--- config.mk ---
export PLATFORM = sky130hd
export DESIGN_NAME = packed_float_norm_convert
export DESIGN_NICKNAME = d
export VERILOG_FILES = /design/src/packed_float_norm_convert_pkg.sv /design/src/packed_float_codec.sv /design/src/packed_float_norm_convert.sv
export SDC_FILE = /design/constraint.sdc
export NUM_CORES = 1
export LEC_CHECK = 0
export ABC_AREA = 1
export BUFFER_PORTS_ARGS = -buffer_cell sky130_fd_sc_hd__buf_4
export CORE_UTILIZATION = 40
export CTS_CLUSTER_SIZE = 40
export DETAILED_ROUTE_END_ITERATION = 8
export GPL_TIMING_DRIVEN = 0
export HOLD_SLACK_MARGIN = 0.05
export PLACE_DENSITY = 0.58
export SKIP_LAST_GASP = 1
export SYNTH_ARGS = -nofsm -noshare
export SYNTH_HDL_FRONTEND = slang
export SYNTH_SLANG_ARGS = --single-unit
--- constraint.sdc ---
create_clock -name clk_i -period 14.76 [get_ports clk_i]
set_input_delay 2.952 -clock clk_i [delete_from_list [all_inputs] [get_ports clk_i]]
set_output_delay 2.952 -clock clk_i [all_outputs]
set_load 0.01 [all_outputs]
--- src/packed_float_norm_convert_pkg.sv ---
// shared constants, types and helpers of the numeric conversion datapath
package packed_float_norm_convert_pkg;

  localparam int          FLT_W         = 32;
  localparam int          FLT_MANT_W    = 23;
  localparam int          FLT_EXP_W     = 8;
  localparam int          FLT_EXP_BIAS  = 127;
  localparam int          FLT_EXP_SPEC  = 255;
  localparam logic [31:0] FLT_ZERO      = 32'h0000_0000;
  localparam logic [31:0] FLT_POS_INF   = 32'h7f80_0000;
  localparam logic [31:0] FLT_QNAN      = 32'h7fc0_0000;
  localparam logic [31:0] FLT_ONE       = 32'h3f80_0000;
  localparam logic [31:0] FLT_NEG_ONE   = 32'hbf80_0000;

  localparam int          PK_EXP_W      = 5;
  localparam int          PK_EXP_SPEC   = 31;
  localparam int          PK_EXP_TOP    = 30;
  localparam int          PK_EXP_BIAS   = 15;
  localparam int          PK_DEN_SHIFT  = 14;
  localparam int          UF11_MANT_W   = 6;
  localparam int          UF10_MANT_W   = 5;
  localparam int          UF11_W        = 11;
  localparam int          UF10_W        = 10;
  localparam logic [10:0] UF11_MAX_CODE = 11'h7bf;
  localparam logic [10:0] UF11_INF_CODE = 11'h7c0;
  localparam logic [9:0]  UF10_MAX_CODE = 10'h3df;
  localparam logic [9:0]  UF10_INF_CODE = 10'h3e0;

  localparam int          FIX_FRAC_W    = 16;
  localparam int          NORM_FRAC_W   = 32;
  localparam int          NORM_B_DEF    = 8;

  typedef enum logic [3:0] {
    OP_DEC_UF11,
    OP_DEC_UF10,
    OP_ENC_UF11,
    OP_ENC_UF10,
    OP_FIX_TO_FLT,
    OP_UNORM_TO_FLT,
    OP_SNORM_TO_FLT,
    OP_FLT_TO_UNORM,
    OP_FLT_TO_SNORM
  } op_t;

  typedef struct packed {
    op_t         op;
    logic [31:0] data;
  } req_t;

  typedef struct packed {
    logic        valid;
    logic [31:0] data;
  } rsp_t;

  // position of the highest set bit, zero for zero
  function automatic logic [4:0] lead_one(input logic [31:0] v);
    logic [4:0] p;
    p = 5'h00;
    for (int i = 0; i < 32; i++) begin
      if (v[i]) begin
        p = 5'(i);
      end
    end
    return p;
  endfunction : lead_one

endpackage : packed_float_norm_convert_pkg
--- src/packed_float_codec.sv ---
// decoder and encoder between one unsigned packed float format and single float
`timescale 1ns/1ns
module packed_float_codec #(
  parameter int MW = 6
) (
  input  wire logic [MW+4:0] code_i,
  input  wire logic [31:0]   flt_i,
  output logic      [31:0]   dec_o,
  output logic      [MW+4:0] enc_o
);

  localparam int CW = MW + packed_float_norm_convert_pkg::PK_EXP_W;
  localparam int MAXC = (packed_float_norm_convert_pkg::PK_EXP_TOP << MW) | ((1 << MW) - 1);
  localparam int INFC = packed_float_norm_convert_pkg::PK_EXP_SPEC << MW;

  logic [4:0]    pk_exp;
  logic [MW-1:0] pk_mant;

  // exponent is code / 2^MW, mantissa is code mod 2^MW
  assign pk_exp  = code_i[CW-1:MW];
  assign pk_mant = code_i[MW-1:0];

  always_comb begin
    logic [4:0]  p;
    logic [31:0] sh;
    p     = packed_float_norm_convert_pkg::lead_one(32'(pk_mant));
    sh    = 32'(pk_mant) << (5'd23 - p);
    dec_o = packed_float_norm_convert_pkg::FLT_ZERO;
    if (pk_exp == 5'h00) begin
      if (pk_mant != '0) begin
        // denormal 2^-14 * M/2^MW, normal in single precision
        dec_o = {1'b0, 8'(32'(p) + 32'(packed_float_norm_convert_pkg::FLT_EXP_BIAS)
                 - 32'(MW) - 32'(packed_float_norm_convert_pkg::PK_DEN_SHIFT)),
                 sh[22:0]};
      end
    end else if (pk_exp == 5'(packed_float_norm_convert_pkg::PK_EXP_SPEC)) begin
      dec_o = (pk_mant == '0) ? packed_float_norm_convert_pkg::FLT_POS_INF
                              : packed_float_norm_convert_pkg::FLT_QNAN;
    end else begin
      dec_o = {1'b0, 8'(32'(pk_exp) + 32'(packed_float_norm_convert_pkg::FLT_EXP_BIAS)
               - 32'(packed_float_norm_convert_pkg::PK_EXP_BIAS)),
               pk_mant, (23 - MW)'(0)};
    end
  end

  always_comb begin
    logic        s;
    logic [7:0]  fe;
    logic [22:0] ff;
    logic [31:0] sig;
    int          u;
    int          shn;
    int          base;
    int          rnd;
    int          tot;
    s     = flt_i[31];
    fe    = flt_i[30:23];
    ff    = flt_i[22:0];
    sig   = {9'h001, ff};
    u     = int'(fe) - packed_float_norm_convert_pkg::FLT_EXP_BIAS;
    shn   = 0;
    base  = 0;
    rnd   = 0;
    tot   = 0;
    enc_o = '0;
    if (fe == 8'(packed_float_norm_convert_pkg::FLT_EXP_SPEC)) begin
      // nan of either sign to positive nan, -inf to zero, +inf kept
      if (ff != '0) begin
        enc_o = CW'(INFC | 1);
      end else if (!s) begin
        enc_o = CW'(INFC);
      end
    end else if (s || fe == 8'h00) begin
      // negatives become zero, denormal inputs flush to zero
      enc_o = '0;
    end else if (u > packed_float_norm_convert_pkg::PK_EXP_BIAS) begin
      enc_o = CW'(MAXC);
    end else begin
      if (u >= 1 - packed_float_norm_convert_pkg::PK_EXP_BIAS) begin
        base = ((u + packed_float_norm_convert_pkg::PK_EXP_BIAS) << MW) | int'(ff >> (23 - MW));
        rnd  = int'(ff[22-MW]);
      end else begin
        shn = 23 - MW + (1 - packed_float_norm_convert_pkg::PK_EXP_BIAS - u);
        if (shn < 31) begin
          base = int'(sig >> shn);
          rnd  = int'(sig[shn-1]);
        end
      end
      // round to nearest, a carry moves into the exponent field
      tot = base + rnd;
      enc_o = (tot > MAXC) ? CW'(MAXC) : CW'(tot);
    end
  end

endmodule : packed_float_codec

--- src/packed_float_norm_convert.sv ---
// numeric conversion datapath: packed floats, 16.16 fixed and normalized integers
`timescale 1ns/1ns
module packed_float_norm_convert #(
  parameter int B = packed_float_norm_convert_pkg::NORM_B_DEF
) (
  input  wire logic                                clk_i,
  input  wire logic                                sys_rst_i,
  input  wire logic                                valid_i,
  input  wire packed_float_norm_convert_pkg::req_t req_i,
  output packed_float_norm_convert_pkg::rsp_t      rsp_o
);

  localparam logic [31:0] UMAX  = 32'((64'h1 << B) - 64'h1);
  localparam logic [31:0] SMAX  = 32'((64'h1 << (B - 1)) - 64'h1);
  localparam logic [31:0] BMASK = UMAX;

  logic [31:0] dec11;
  logic [31:0] dec10;
  logic [10:0] enc11;
  logic [9:0]  enc10;
  logic [31:0] result_d;
  logic [31:0] data_q;
  logic        valid_q;

  // magnitude * 2^-fb to single float, truncating below the mantissa
  function automatic logic [31:0] mag_to_flt(input logic sgn, input logic [31:0] mag,
                                              input int fb);
    logic [4:0]  p;
    logic [31:0] al;
    p  = packed_float_norm_convert_pkg::lead_one(mag);
    al = (p >= 5'd23) ? (mag >> (p - 5'd23)) : (mag << (5'd23 - p));
    if (mag == 32'h0) begin
      return packed_float_norm_convert_pkg::FLT_ZERO;
    end
    return {sgn, 8'(32'(p) + 32'(packed_float_norm_convert_pkg::FLT_EXP_BIAS) - 32'(fb)),
            al[22:0]};
  endfunction : mag_to_flt

  // c / (2^w - 1) below one is c repeated through the fraction
  function automatic logic [31:0] rep_frac(input logic [31:0] c, input int w);
    logic [31:0] r;
    r = 32'h0;
    for (int i = 0; i < packed_float_norm_convert_pkg::NORM_FRAC_W; i++) begin
      r[31-i] = c[w - 1 - (i % w)];
    end
    return r;
  endfunction : rep_frac

  // round(f * (2^w - 1)) for a positive normal f below one
  function automatic logic [31:0] scale_norm(input logic [31:0] f, input int w);
    logic [63:0] fx;
    logic [63:0] r;
    int          sh;
    sh = packed_float_norm_convert_pkg::FLT_EXP_BIAS - int'(f[30:23]);
    fx = 64'h0;
    if (f[30:23] != 8'h00 && sh <= 40) begin
      fx = ({40'h0, 1'b1, f[22:0]} << 9) >> sh;
    end
    r = (fx << w) - fx + 64'h0000_0000_8000_0000;
    return r[63:32];
  endfunction : scale_norm

  packed_float_codec #(
    .MW (packed_float_norm_convert_pkg::UF11_MANT_W)
  ) u_codec11 (
    .code_i (req_i.data[10:0]),
    .flt_i  (req_i.data),
    .dec_o  (dec11),
    .enc_o  (enc11)
  );

  packed_float_codec #(
    .MW (packed_float_norm_convert_pkg::UF10_MANT_W)
  ) u_codec10 (
    .code_i (req_i.data[9:0]),
    .flt_i  (req_i.data),
    .dec_o  (dec10),
    .enc_o  (enc10)
  );

  always_comb begin
    logic        sgn;
    logic [31:0] cb;
    logic [31:0] mag;
    logic        is_nan;
    logic        ge_one;
    sgn      = req_i.data[31];
    cb       = req_i.data & BMASK;
    mag      = 32'h0;
    is_nan   = (req_i.data[30:23] == 8'hff) && (req_i.data[22:0] != 23'h0);
    ge_one   = req_i.data[30:23] >= 8'(packed_float_norm_convert_pkg::FLT_EXP_BIAS);
    result_d = 32'h0;
    unique case (req_i.op)
      packed_float_norm_convert_pkg::OP_DEC_UF11: begin
        result_d = dec11;
      end
      packed_float_norm_convert_pkg::OP_DEC_UF10: begin
        result_d = dec10;
      end
      packed_float_norm_convert_pkg::OP_ENC_UF11: begin
        result_d = 32'(enc11);
      end
      packed_float_norm_convert_pkg::OP_ENC_UF10: begin
        result_d = 32'(enc10);
      end
      packed_float_norm_convert_pkg::OP_FIX_TO_FLT: begin
        // signed 16.16: magnitude then scale by 2^-16
        mag      = sgn ? (~req_i.data + 32'h1) : req_i.data;
        result_d = mag_to_flt(sgn, mag, packed_float_norm_convert_pkg::FIX_FRAC_W);
      end
      packed_float_norm_convert_pkg::OP_UNORM_TO_FLT: begin
        // divisor is the constant 2^b-1, never zero
        if (cb == UMAX) begin
          result_d = packed_float_norm_convert_pkg::FLT_ONE;
        end else begin
          result_d = mag_to_flt(1'b0, rep_frac(cb, B),
                                packed_float_norm_convert_pkg::NORM_FRAC_W);
        end
      end
      packed_float_norm_convert_pkg::OP_SNORM_TO_FLT: begin
        sgn = cb[B-1];
        mag = sgn ? ((~cb + 32'h1) & BMASK) : cb;
        if (mag >= SMAX) begin
          // most negative code clamps like the next one up
          result_d = sgn ? packed_float_norm_convert_pkg::FLT_NEG_ONE
                         : packed_float_norm_convert_pkg::FLT_ONE;
        end else begin
          result_d = mag_to_flt(sgn, rep_frac(mag, B - 1),
                                packed_float_norm_convert_pkg::NORM_FRAC_W);
        end
      end
      packed_float_norm_convert_pkg::OP_FLT_TO_UNORM: begin
        if (is_nan || sgn) begin
          result_d = 32'h0;
        end else if (ge_one) begin
          result_d = UMAX;
        end else begin
          result_d = scale_norm(req_i.data, B) & BMASK;
        end
      end
      packed_float_norm_convert_pkg::OP_FLT_TO_SNORM: begin
        if (is_nan) begin
          mag = 32'h0;
        end else if (ge_one) begin
          mag = SMAX;
        end else begin
          mag = scale_norm(req_i.data, B - 1);
        end
        result_d = (sgn ? (~mag + 32'h1) : mag) & BMASK;
      end
      default: begin
        result_d = 32'h0;
      end
    endcase
  end

  // one result per accepted request, one cycle later, no stall state
  always_ff @(posedge clk_i) begin
    if (sys_rst_i) begin
      valid_q <= 1'b0;
    end else begin
      valid_q <= valid_i;
    end
  end

  always_ff @(posedge clk_i) begin
    if (sys_rst_i) begin
      data_q <= 32'h0;
    end else if (valid_i) begin
      data_q <= result_d;
    end
  end

  assign rsp_o.valid = valid_q;
  assign rsp_o.data  = data_q;

  // assertions
  rsp_timing_a: assert property (@(posedge clk_i) disable iff (sys_rst_i)
    valid_i |=> rsp_o.valid ##1 (rsp_o.valid == $past(valid_i)))
    else $error("response valid not one cycle after request");

  enc11_sat_a: assert property (@(posedge clk_i) disable iff (sys_rst_i)
    valid_i && req_i.op == packed_float_norm_convert_pkg::OP_ENC_UF11 && !req_i.data[31]
      && req_i.data[30:23] > 8'h8e && req_i.data[30:23] != 8'hff
    |=> rsp_o.data == 32'(packed_float_norm_convert_pkg::UF11_MAX_CODE))
    else $error("11-bit encode did not saturate to 65024");

  enc10_sat_a: assert property (@(posedge clk_i) disable iff (sys_rst_i)
    valid_i && req_i.op == packed_float_norm_convert_pkg::OP_ENC_UF10 && !req_i.data[31]
      && req_i.data[30:23] > 8'h8e && req_i.data[30:23] != 8'hff
    |=> rsp_o.data == 32'(packed_float_norm_convert_pkg::UF10_MAX_CODE))
    else $error("10-bit encode did not saturate to 64512");

  enc_special_a: assert property (@(posedge clk_i) disable iff (sys_rst_i)
    valid_i && req_i.op == packed_float_norm_convert_pkg::OP_ENC_UF11
      && req_i.data[30:23] == 8'hff
    |=> (rsp_o.data[10:6] == 5'h1f) ? ($past(req_i.data[31]) == 1'b0
          || $past(req_i.data[22:0]) != 23'h0) : ($past(req_i.data[31])
          && $past(req_i.data[22:0]) == 23'h0 && rsp_o.data == 32'h0))
    else $error("11-bit encode of inf or nan wrong");

  enc_negative_a: assert property (@(posedge clk_i) disable iff (sys_rst_i)
    valid_i && req_i.op == packed_float_norm_convert_pkg::OP_ENC_UF10 && req_i.data[31]
      && req_i.data[30:23] != 8'hff
    |=> rsp_o.data == 32'h0)
    else $error("negative finite did not encode to zero");

  dec_inf_a: assert property (@(posedge clk_i) disable iff (sys_rst_i)
    valid_i && req_i.op == packed_float_norm_convert_pkg::OP_DEC_UF11
      && req_i.data[10:0] == packed_float_norm_convert_pkg::UF11_INF_CODE
    |=> rsp_o.data == packed_float_norm_convert_pkg::FLT_POS_INF)
    else $error("11-bit infinity decoded wrong");

  dec10_norm_a: assert property (@(posedge clk_i) disable iff (sys_rst_i)
    valid_i && req_i.op == packed_float_norm_convert_pkg::OP_DEC_UF10
      && req_i.data[9:5] != 5'h00 && req_i.data[9:5] != 5'h1f
    |=> rsp_o.data[30:23] == 8'($past(req_i.data[9:5]) + 8'd112)
        && rsp_o.data[22:18] == $past(req_i.data[4:0]) && !rsp_o.data[31])
    else $error("10-bit normal decoded wrong");

  unorm_one_a: assert property (@(posedge clk_i) disable iff (sys_rst_i)
    valid_i && req_i.op == packed_float_norm_convert_pkg::OP_UNORM_TO_FLT
      && (req_i.data & BMASK) == UMAX
    |=> rsp_o.data == packed_float_norm_convert_pkg::FLT_ONE)
    else $error("full-scale unorm not one");

  snorm_clamp_a: assert property (@(posedge clk_i) disable iff (sys_rst_i)
    valid_i && req_i.op == packed_float_norm_convert_pkg::OP_SNORM_TO_FLT
      && (req_i.data & BMASK) == (UMAX ^ SMAX)
    |=> rsp_o.data == packed_float_norm_convert_pkg::FLT_NEG_ONE)
    else $error("most negative snorm not clamped to minus one");

  f2unorm_clamp_a: assert property (@(posedge clk_i) disable iff (sys_rst_i)
    valid_i && req_i.op == packed_float_norm_convert_pkg::OP_FLT_TO_UNORM
      && !req_i.data[31] && req_i.data[30:23] >= 8'h7f && req_i.data[30:23] != 8'hff
    |=> rsp_o.data == UMAX)
    else $error("float at or above one not clamped to unorm max");

  f2snorm_clamp_a: assert property (@(posedge clk_i) disable iff (sys_rst_i)
    valid_i && req_i.op == packed_float_norm_convert_pkg::OP_FLT_TO_SNORM
      && req_i.data[31] && req_i.data[30:23] >= 8'h7f && req_i.data[30:23] != 8'hff
    |=> rsp_o.data == (((~SMAX) + 32'h1) & BMASK))
    else $error("float at or below minus one not clamped to snorm min");

  width_b_a: assert property (@(posedge clk_i) disable iff (sys_rst_i)
    valid_i && (req_i.op == packed_float_norm_convert_pkg::OP_FLT_TO_UNORM
      || req_i.op == packed_float_norm_convert_pkg::OP_FLT_TO_SNORM)
    |=> (rsp_o.data & ~BMASK) == 32'h0)
    else $error("normalized result wider than b bits");

  fix_sign_a: assert property (@(posedge clk_i) disable iff (sys_rst_i)
    valid_i && req_i.op == packed_float_norm_convert_pkg::OP_FIX_TO_FLT
      && req_i.data == 32'h0001_0000
    |=> rsp_o.data == packed_float_norm_convert_pkg::FLT_ONE)
    else $error("fixed 1.0 not converted to float one");

  rsp_hold_a: assert property (@(posedge clk_i) disable iff (sys_rst_i)
    !valid_i
    |=> $stable(rsp_o.data))
    else $error("response data changed without a request");

  reset_idle_a: assert property (@(posedge clk_i)
    sys_rst_i
    |=> !rsp_o.valid && rsp_o.data == 32'h0)
    else $error("response not cleared by reset");

  dec11_zero_a: assert property (@(posedge clk_i) disable iff (sys_rst_i)
    valid_i && req_i.op == packed_float_norm_convert_pkg::OP_DEC_UF11
      && req_i.data[10:0] == 11'h000
    |=> rsp_o.data == packed_float_norm_convert_pkg::FLT_ZERO)
    else $error("11-bit zero decoded wrong");

  dec11_norm_a: assert property (@(posedge clk_i) disable iff (sys_rst_i)
    valid_i && req_i.op == packed_float_norm_convert_pkg::OP_DEC_UF11
      && req_i.data[10:6] != 5'h00 && req_i.data[10:6] != 5'h1f
    |=> rsp_o.data[30:23] == 8'($past(req_i.data[10:6]) + 8'd112)
        && rsp_o.data[22:17] == $past(req_i.data[5:0]))
    else $error("11-bit normal decoded wrong");

  dec10_nan_a: assert property (@(posedge clk_i) disable iff (sys_rst_i)
    valid_i && req_i.op == packed_float_norm_convert_pkg::OP_DEC_UF10
      && req_i.data[9:5] == 5'h1f && req_i.data[4:0] != 5'h00
    |=> rsp_o.data == packed_float_norm_convert_pkg::FLT_QNAN)
    else $error("10-bit nan decoded wrong");

  enc_flush_a: assert property (@(posedge clk_i) disable iff (sys_rst_i)
    valid_i && (req_i.op == packed_float_norm_convert_pkg::OP_ENC_UF11
      || req_i.op == packed_float_norm_convert_pkg::OP_ENC_UF10)
      && req_i.data[30:23] == 8'h00
    |=> rsp_o.data == 32'h0)
    else $error("denormal input not flushed to zero");

  enc10_nan_a: assert property (@(posedge clk_i) disable iff (sys_rst_i)
    valid_i && req_i.op == packed_float_norm_convert_pkg::OP_ENC_UF10
      && req_i.data[30:23] == 8'hff && req_i.data[22:0] != 23'h0
    |=> rsp_o.data[9:5] == 5'h1f && rsp_o.data[4:0] != 5'h00)
    else $error("10-bit encode of nan not positive nan");

  fix_neg_a: assert property (@(posedge clk_i) disable iff (sys_rst_i)
    valid_i && req_i.op == packed_float_norm_convert_pkg::OP_FIX_TO_FLT && req_i.data[31]
    |=> rsp_o.data[31])
    else $error("negative fixed value lost its sign");

  unorm_zero_a: assert property (@(posedge clk_i) disable iff (sys_rst_i)
    valid_i && req_i.op == packed_float_norm_convert_pkg::OP_UNORM_TO_FLT
      && (req_i.data & BMASK) == 32'h0
    |=> rsp_o.data == packed_float_norm_convert_pkg::FLT_ZERO)
    else $error("zero unorm not converted to zero");

  f2unorm_neg_a: assert property (@(posedge clk_i) disable iff (sys_rst_i)
    valid_i && req_i.op == packed_float_norm_convert_pkg::OP_FLT_TO_UNORM && req_i.data[31]
    |=> rsp_o.data == 32'h0)
    else $error("negative float not clamped to unorm zero");

  f2snorm_max_a: assert property (@(posedge clk_i) disable iff (sys_rst_i)
    valid_i && req_i.op == packed_float_norm_convert_pkg::OP_FLT_TO_SNORM
      && !req_i.data[31] && req_i.data[30:23] >= 8'h7f && req_i.data[30:23] != 8'hff
    |=> rsp_o.data == SMAX)
    else $error("float at or above one not clamped to snorm max");

  illegal_op_a: assert property (@(posedge clk_i) disable iff (sys_rst_i)
    valid_i && req_i.op > packed_float_norm_convert_pkg::OP_FLT_TO_SNORM
    |=> rsp_o.data == 32'h0)
    else $error("unused operation code gave nonzero data");

endmodule : packed_float_norm_convert

==> flow_metrics.tcl <==
set metrics [dict create \
    wire_per_inst_um 19.5 \
    syn_area_per_cell_um2 5.17 \
    syn-instance-count 3471 \
    synth.distinct_cells 71 \
    initial_core_util 0.405 \
    netlist_area_um2 17900 \
    p_comb_frac 0.805 \
    io_pins 72 \
    drtIter0Drc 3163 \
    r2r_end "data_q[6]" \
    clockPowerShare 0.109 \
    arrival_ns 11.12 \
    ctsLongestPathBuffers 2 \
    ys.warnings.count 0 \
    rr_worst_depth 2 \
    muxShareOfSynthArea 0.00335 \
    clkTransAtPathRegs_ns 0.05 \
    dieHeight_um 214 \
    ctsHoldBuffers 0 \
    r2r-start "data_q[6]" \
    final_area_um2 19300 \
    crit_slowest_cell "buf_1" \
    numCtsBuffers 5 \
    dp_cells 4127 \
    synthFlopType "dfxtp_1" \
    dpl_cell_area_um2 19200 \
    critPathMaxStageDelay_ns 0.50 \
    grt_pass1_wl_um 124000 \
    synth_top_family_by_area "simple AND/OR/NAND/NOR gates" \
    grt_use_total 0.348 \
    syn_nets 3661 \
    die_x_um 214 \
    synth_top_area_frac 0.215 \
    grt_pass1_vias 21900 \
    layout_common_cells "1029 x nand2_1, 454 x nand3_1, 340 x nor2_1, 334 x inv_1, 241 x o21ai_0" \
    crit_fanout 11 \
    layout_commonest_cell "nand2_1" \
    core_area_um2 44200 \
    routabilityCongestion 1.08 \
    outcome "finished clean" \
    grt_max_degree 16 \
    hold_viol 0 \
    async_flop_share 0 \
    yosys.area_share.xor_xnor 0.0292 \
    via_per_inst 5.81 \
    p_sw_uw 681 \
    fin_skew_ns 0 \
    hold_depth 2 \
    drc 0 \
    layoutNonFillerInstCount 4137 \
    ys_seq_area_frac 0.0368 \
    worstSetupPathType "in2reg" \
    synth_area_leaders "nand2_1 22%, nand3_1 13%, ha_1 11%, nor2_1 7.1%, inv_1 7.0%" \
    p_int_uw 433 \
    fin_crit_sh 0.743 \
    drv_slew 0 \
    seqPwrFrac 0.086 \
    tritoncts "done" \
    synth-edff-count 0 \
    cap_violations 0 \
    relSlewSlack 0.257 \
    fin_tns_setup_ns 0 \
    hp-start "data_q[29]" \
    cpMostUsedCell "nand2_1" \
    synth_top_area_cell "nand2_1" \
    routed_wl_um 80700 \
    rrSetupSlack_ns 14.13 \
    synthAdderAreaFrac 0.105 \
    period_minus_slack_ns 10.97 \
    clk_latency_ns 0.28 \
    vias 24000 \
    switching_share 0.612 \
    clockRootBuffer "clkbuf_16" \
    ant_nets 0 \
    irDropWorstVdd_v 0.0000460 \
    cts-resized-gates 0 \
    firstDrtPassIters 6 \
    syn_to_final_growth_pct 7.80 \
    worst_slew_pin_slew_ns 1.11 \
    end_kind "flop" \
    cts_max_level 2 \
    antenna_found_initial 6 \
    synth-simple-area-share 0.510 \
    fillers 5169 \
    hold_end "data_q[29]" \
    hp-class "reg2reg" \
    final_layout_size_suffix_gt1_frac 0.0734 \
    port_buffers 64 \
    p_leak_nw 9.37 \
    power_density_nw_per_um2 57.6 \
    clock_sinks 33 \
    finalSetupViolations 0 \
    max_freq_mhz 91.1 \
    rsz0062_at_grt "false" \
    synth-seq-cells 33 \
    dieArea_um2 45700 \
    synth-compound-area-share 0.199 \
    rows 77 \
    grt_overflow 0 \
    finalNetCount 3732 \
    critPathLaunchType "input port" \
    crit_required_ns 14.91 \
    postCtsSetupBuffers 0 \
    dp.final_hpwl_um 68100 \
]
## critical path, delay by kind of cell
kind            cells  cell delay, ns
simple gates       29            3.75
buf+inv            11            2.26
fa+ha+maj           5            1.29
compound gates      5            0.85
## how the worst max path moves through the flow
stage	endpoint	cells after the start	startpoint	slack [ns]
3_5_place_dp	data_q[10]	52	req_i[24]	3.73
2_1_floorplan	data_q[10]	53	req_i[24]	5.67
5_1_grt	data_q[10]	52	req_i[24]	2.94
3_3_place_gp	data_q[10]	52	req_i[24]	3.69
6_report	data_q[10]	50	req_i[24]	3.79
4_1_cts	data_q[10]	50	req_i[24]	3.97
## power groups by stage
stage	Clock, mW	Sequential [mW]	Combinational (mW)
6_report	0.121	0.0960	0.897
4_1_cts	0.122	0.0961	0.862
2_1_floorplan	0	0.0994	0.600
3_3_place_gp	0	0.0979	0.862
5_1_grt	0.127	0.0964	0.981
3_5_place_dp	0	0.0979	0.858
## flip-flops by register name, indices dropped and copies added, names as in the netlist
| signal | flops |
|---|---|
| data_q | 32 |
| valid_q | 1 |
## logic make-up (layout without fill, tap and decap cells)
family,after synthesis,count (layout)
multiplexers,6,6
buffers and inverters,525,597
other,0,2
AND/OR/NAND/NOR,2069,2069
adder cells (fa/ha/maj),151,151
AO/OA/AOI/OAI,631,631
flip-flops,33,33
XOR/XNOR,56,56
## routing by layer
layer | vias up | share of wire | GRT usage
li1 | 11700 | - | -
met3 | 208 | 0.091 | 0.0511
met2 | 1119 | 0.42 | 0.542
met1 | 11000 | 0.44 | 0.476
met4 | 8 | 0.051 | 0.147
met5 | - | 0.00051 | 0
## synth_stat cells, drive strengths merged (3+ instances only)
cell type	instances
a211oi	10
o22ai	7
dfxtp	33
a21oi	215
a221oi	6
o21bai	11
clkinv	13
nor2	379
o221ai	6
nand2	1063
a21boi	6
o21ai	278
nand3	471
o31ai	14
nand3b	10
ha	151
a31oi	23
nand4	62
clkbuf	93
inv	365
nor4	14
o311ai	4
a2111oi	5
nor4b	3
mux2i	6
nor3	45
o2111ai	5
o21a	8
buf	54
or2	15
o211ai	19
xnor2	9
o211a	4
xor2	47
## through the flow
step                       util  worst slack, ns  power [mW]  hold WS (ns)
after floorplan               -             5.67       0.700         0.488
after global placement    0.433             3.69       0.960         0.459
after detailed placement  0.433             3.73       0.956         0.459
after CTS                 0.437             3.97        1.08         0.467
after global routing      0.437             2.94        1.20         0.485
final                     0.437             3.79        1.11         0.466
## final cells by class
type                    instances  area (um^2)  area share
diodes                          2         5.00    0.000259
plain buffers                 147          658      0.0340
clock buffers                   7          143     0.00738
clock inverters                 1         30.0     0.00155
inverters                     378         1430      0.0739
multi-input cells            2913        15200       0.785
flip-flops and latches         33          661      0.0342
well taps                     592          741      0.0383
repair buffers                 64          480      0.0249
Note: power is estimated with default switching activity, not from simulation.
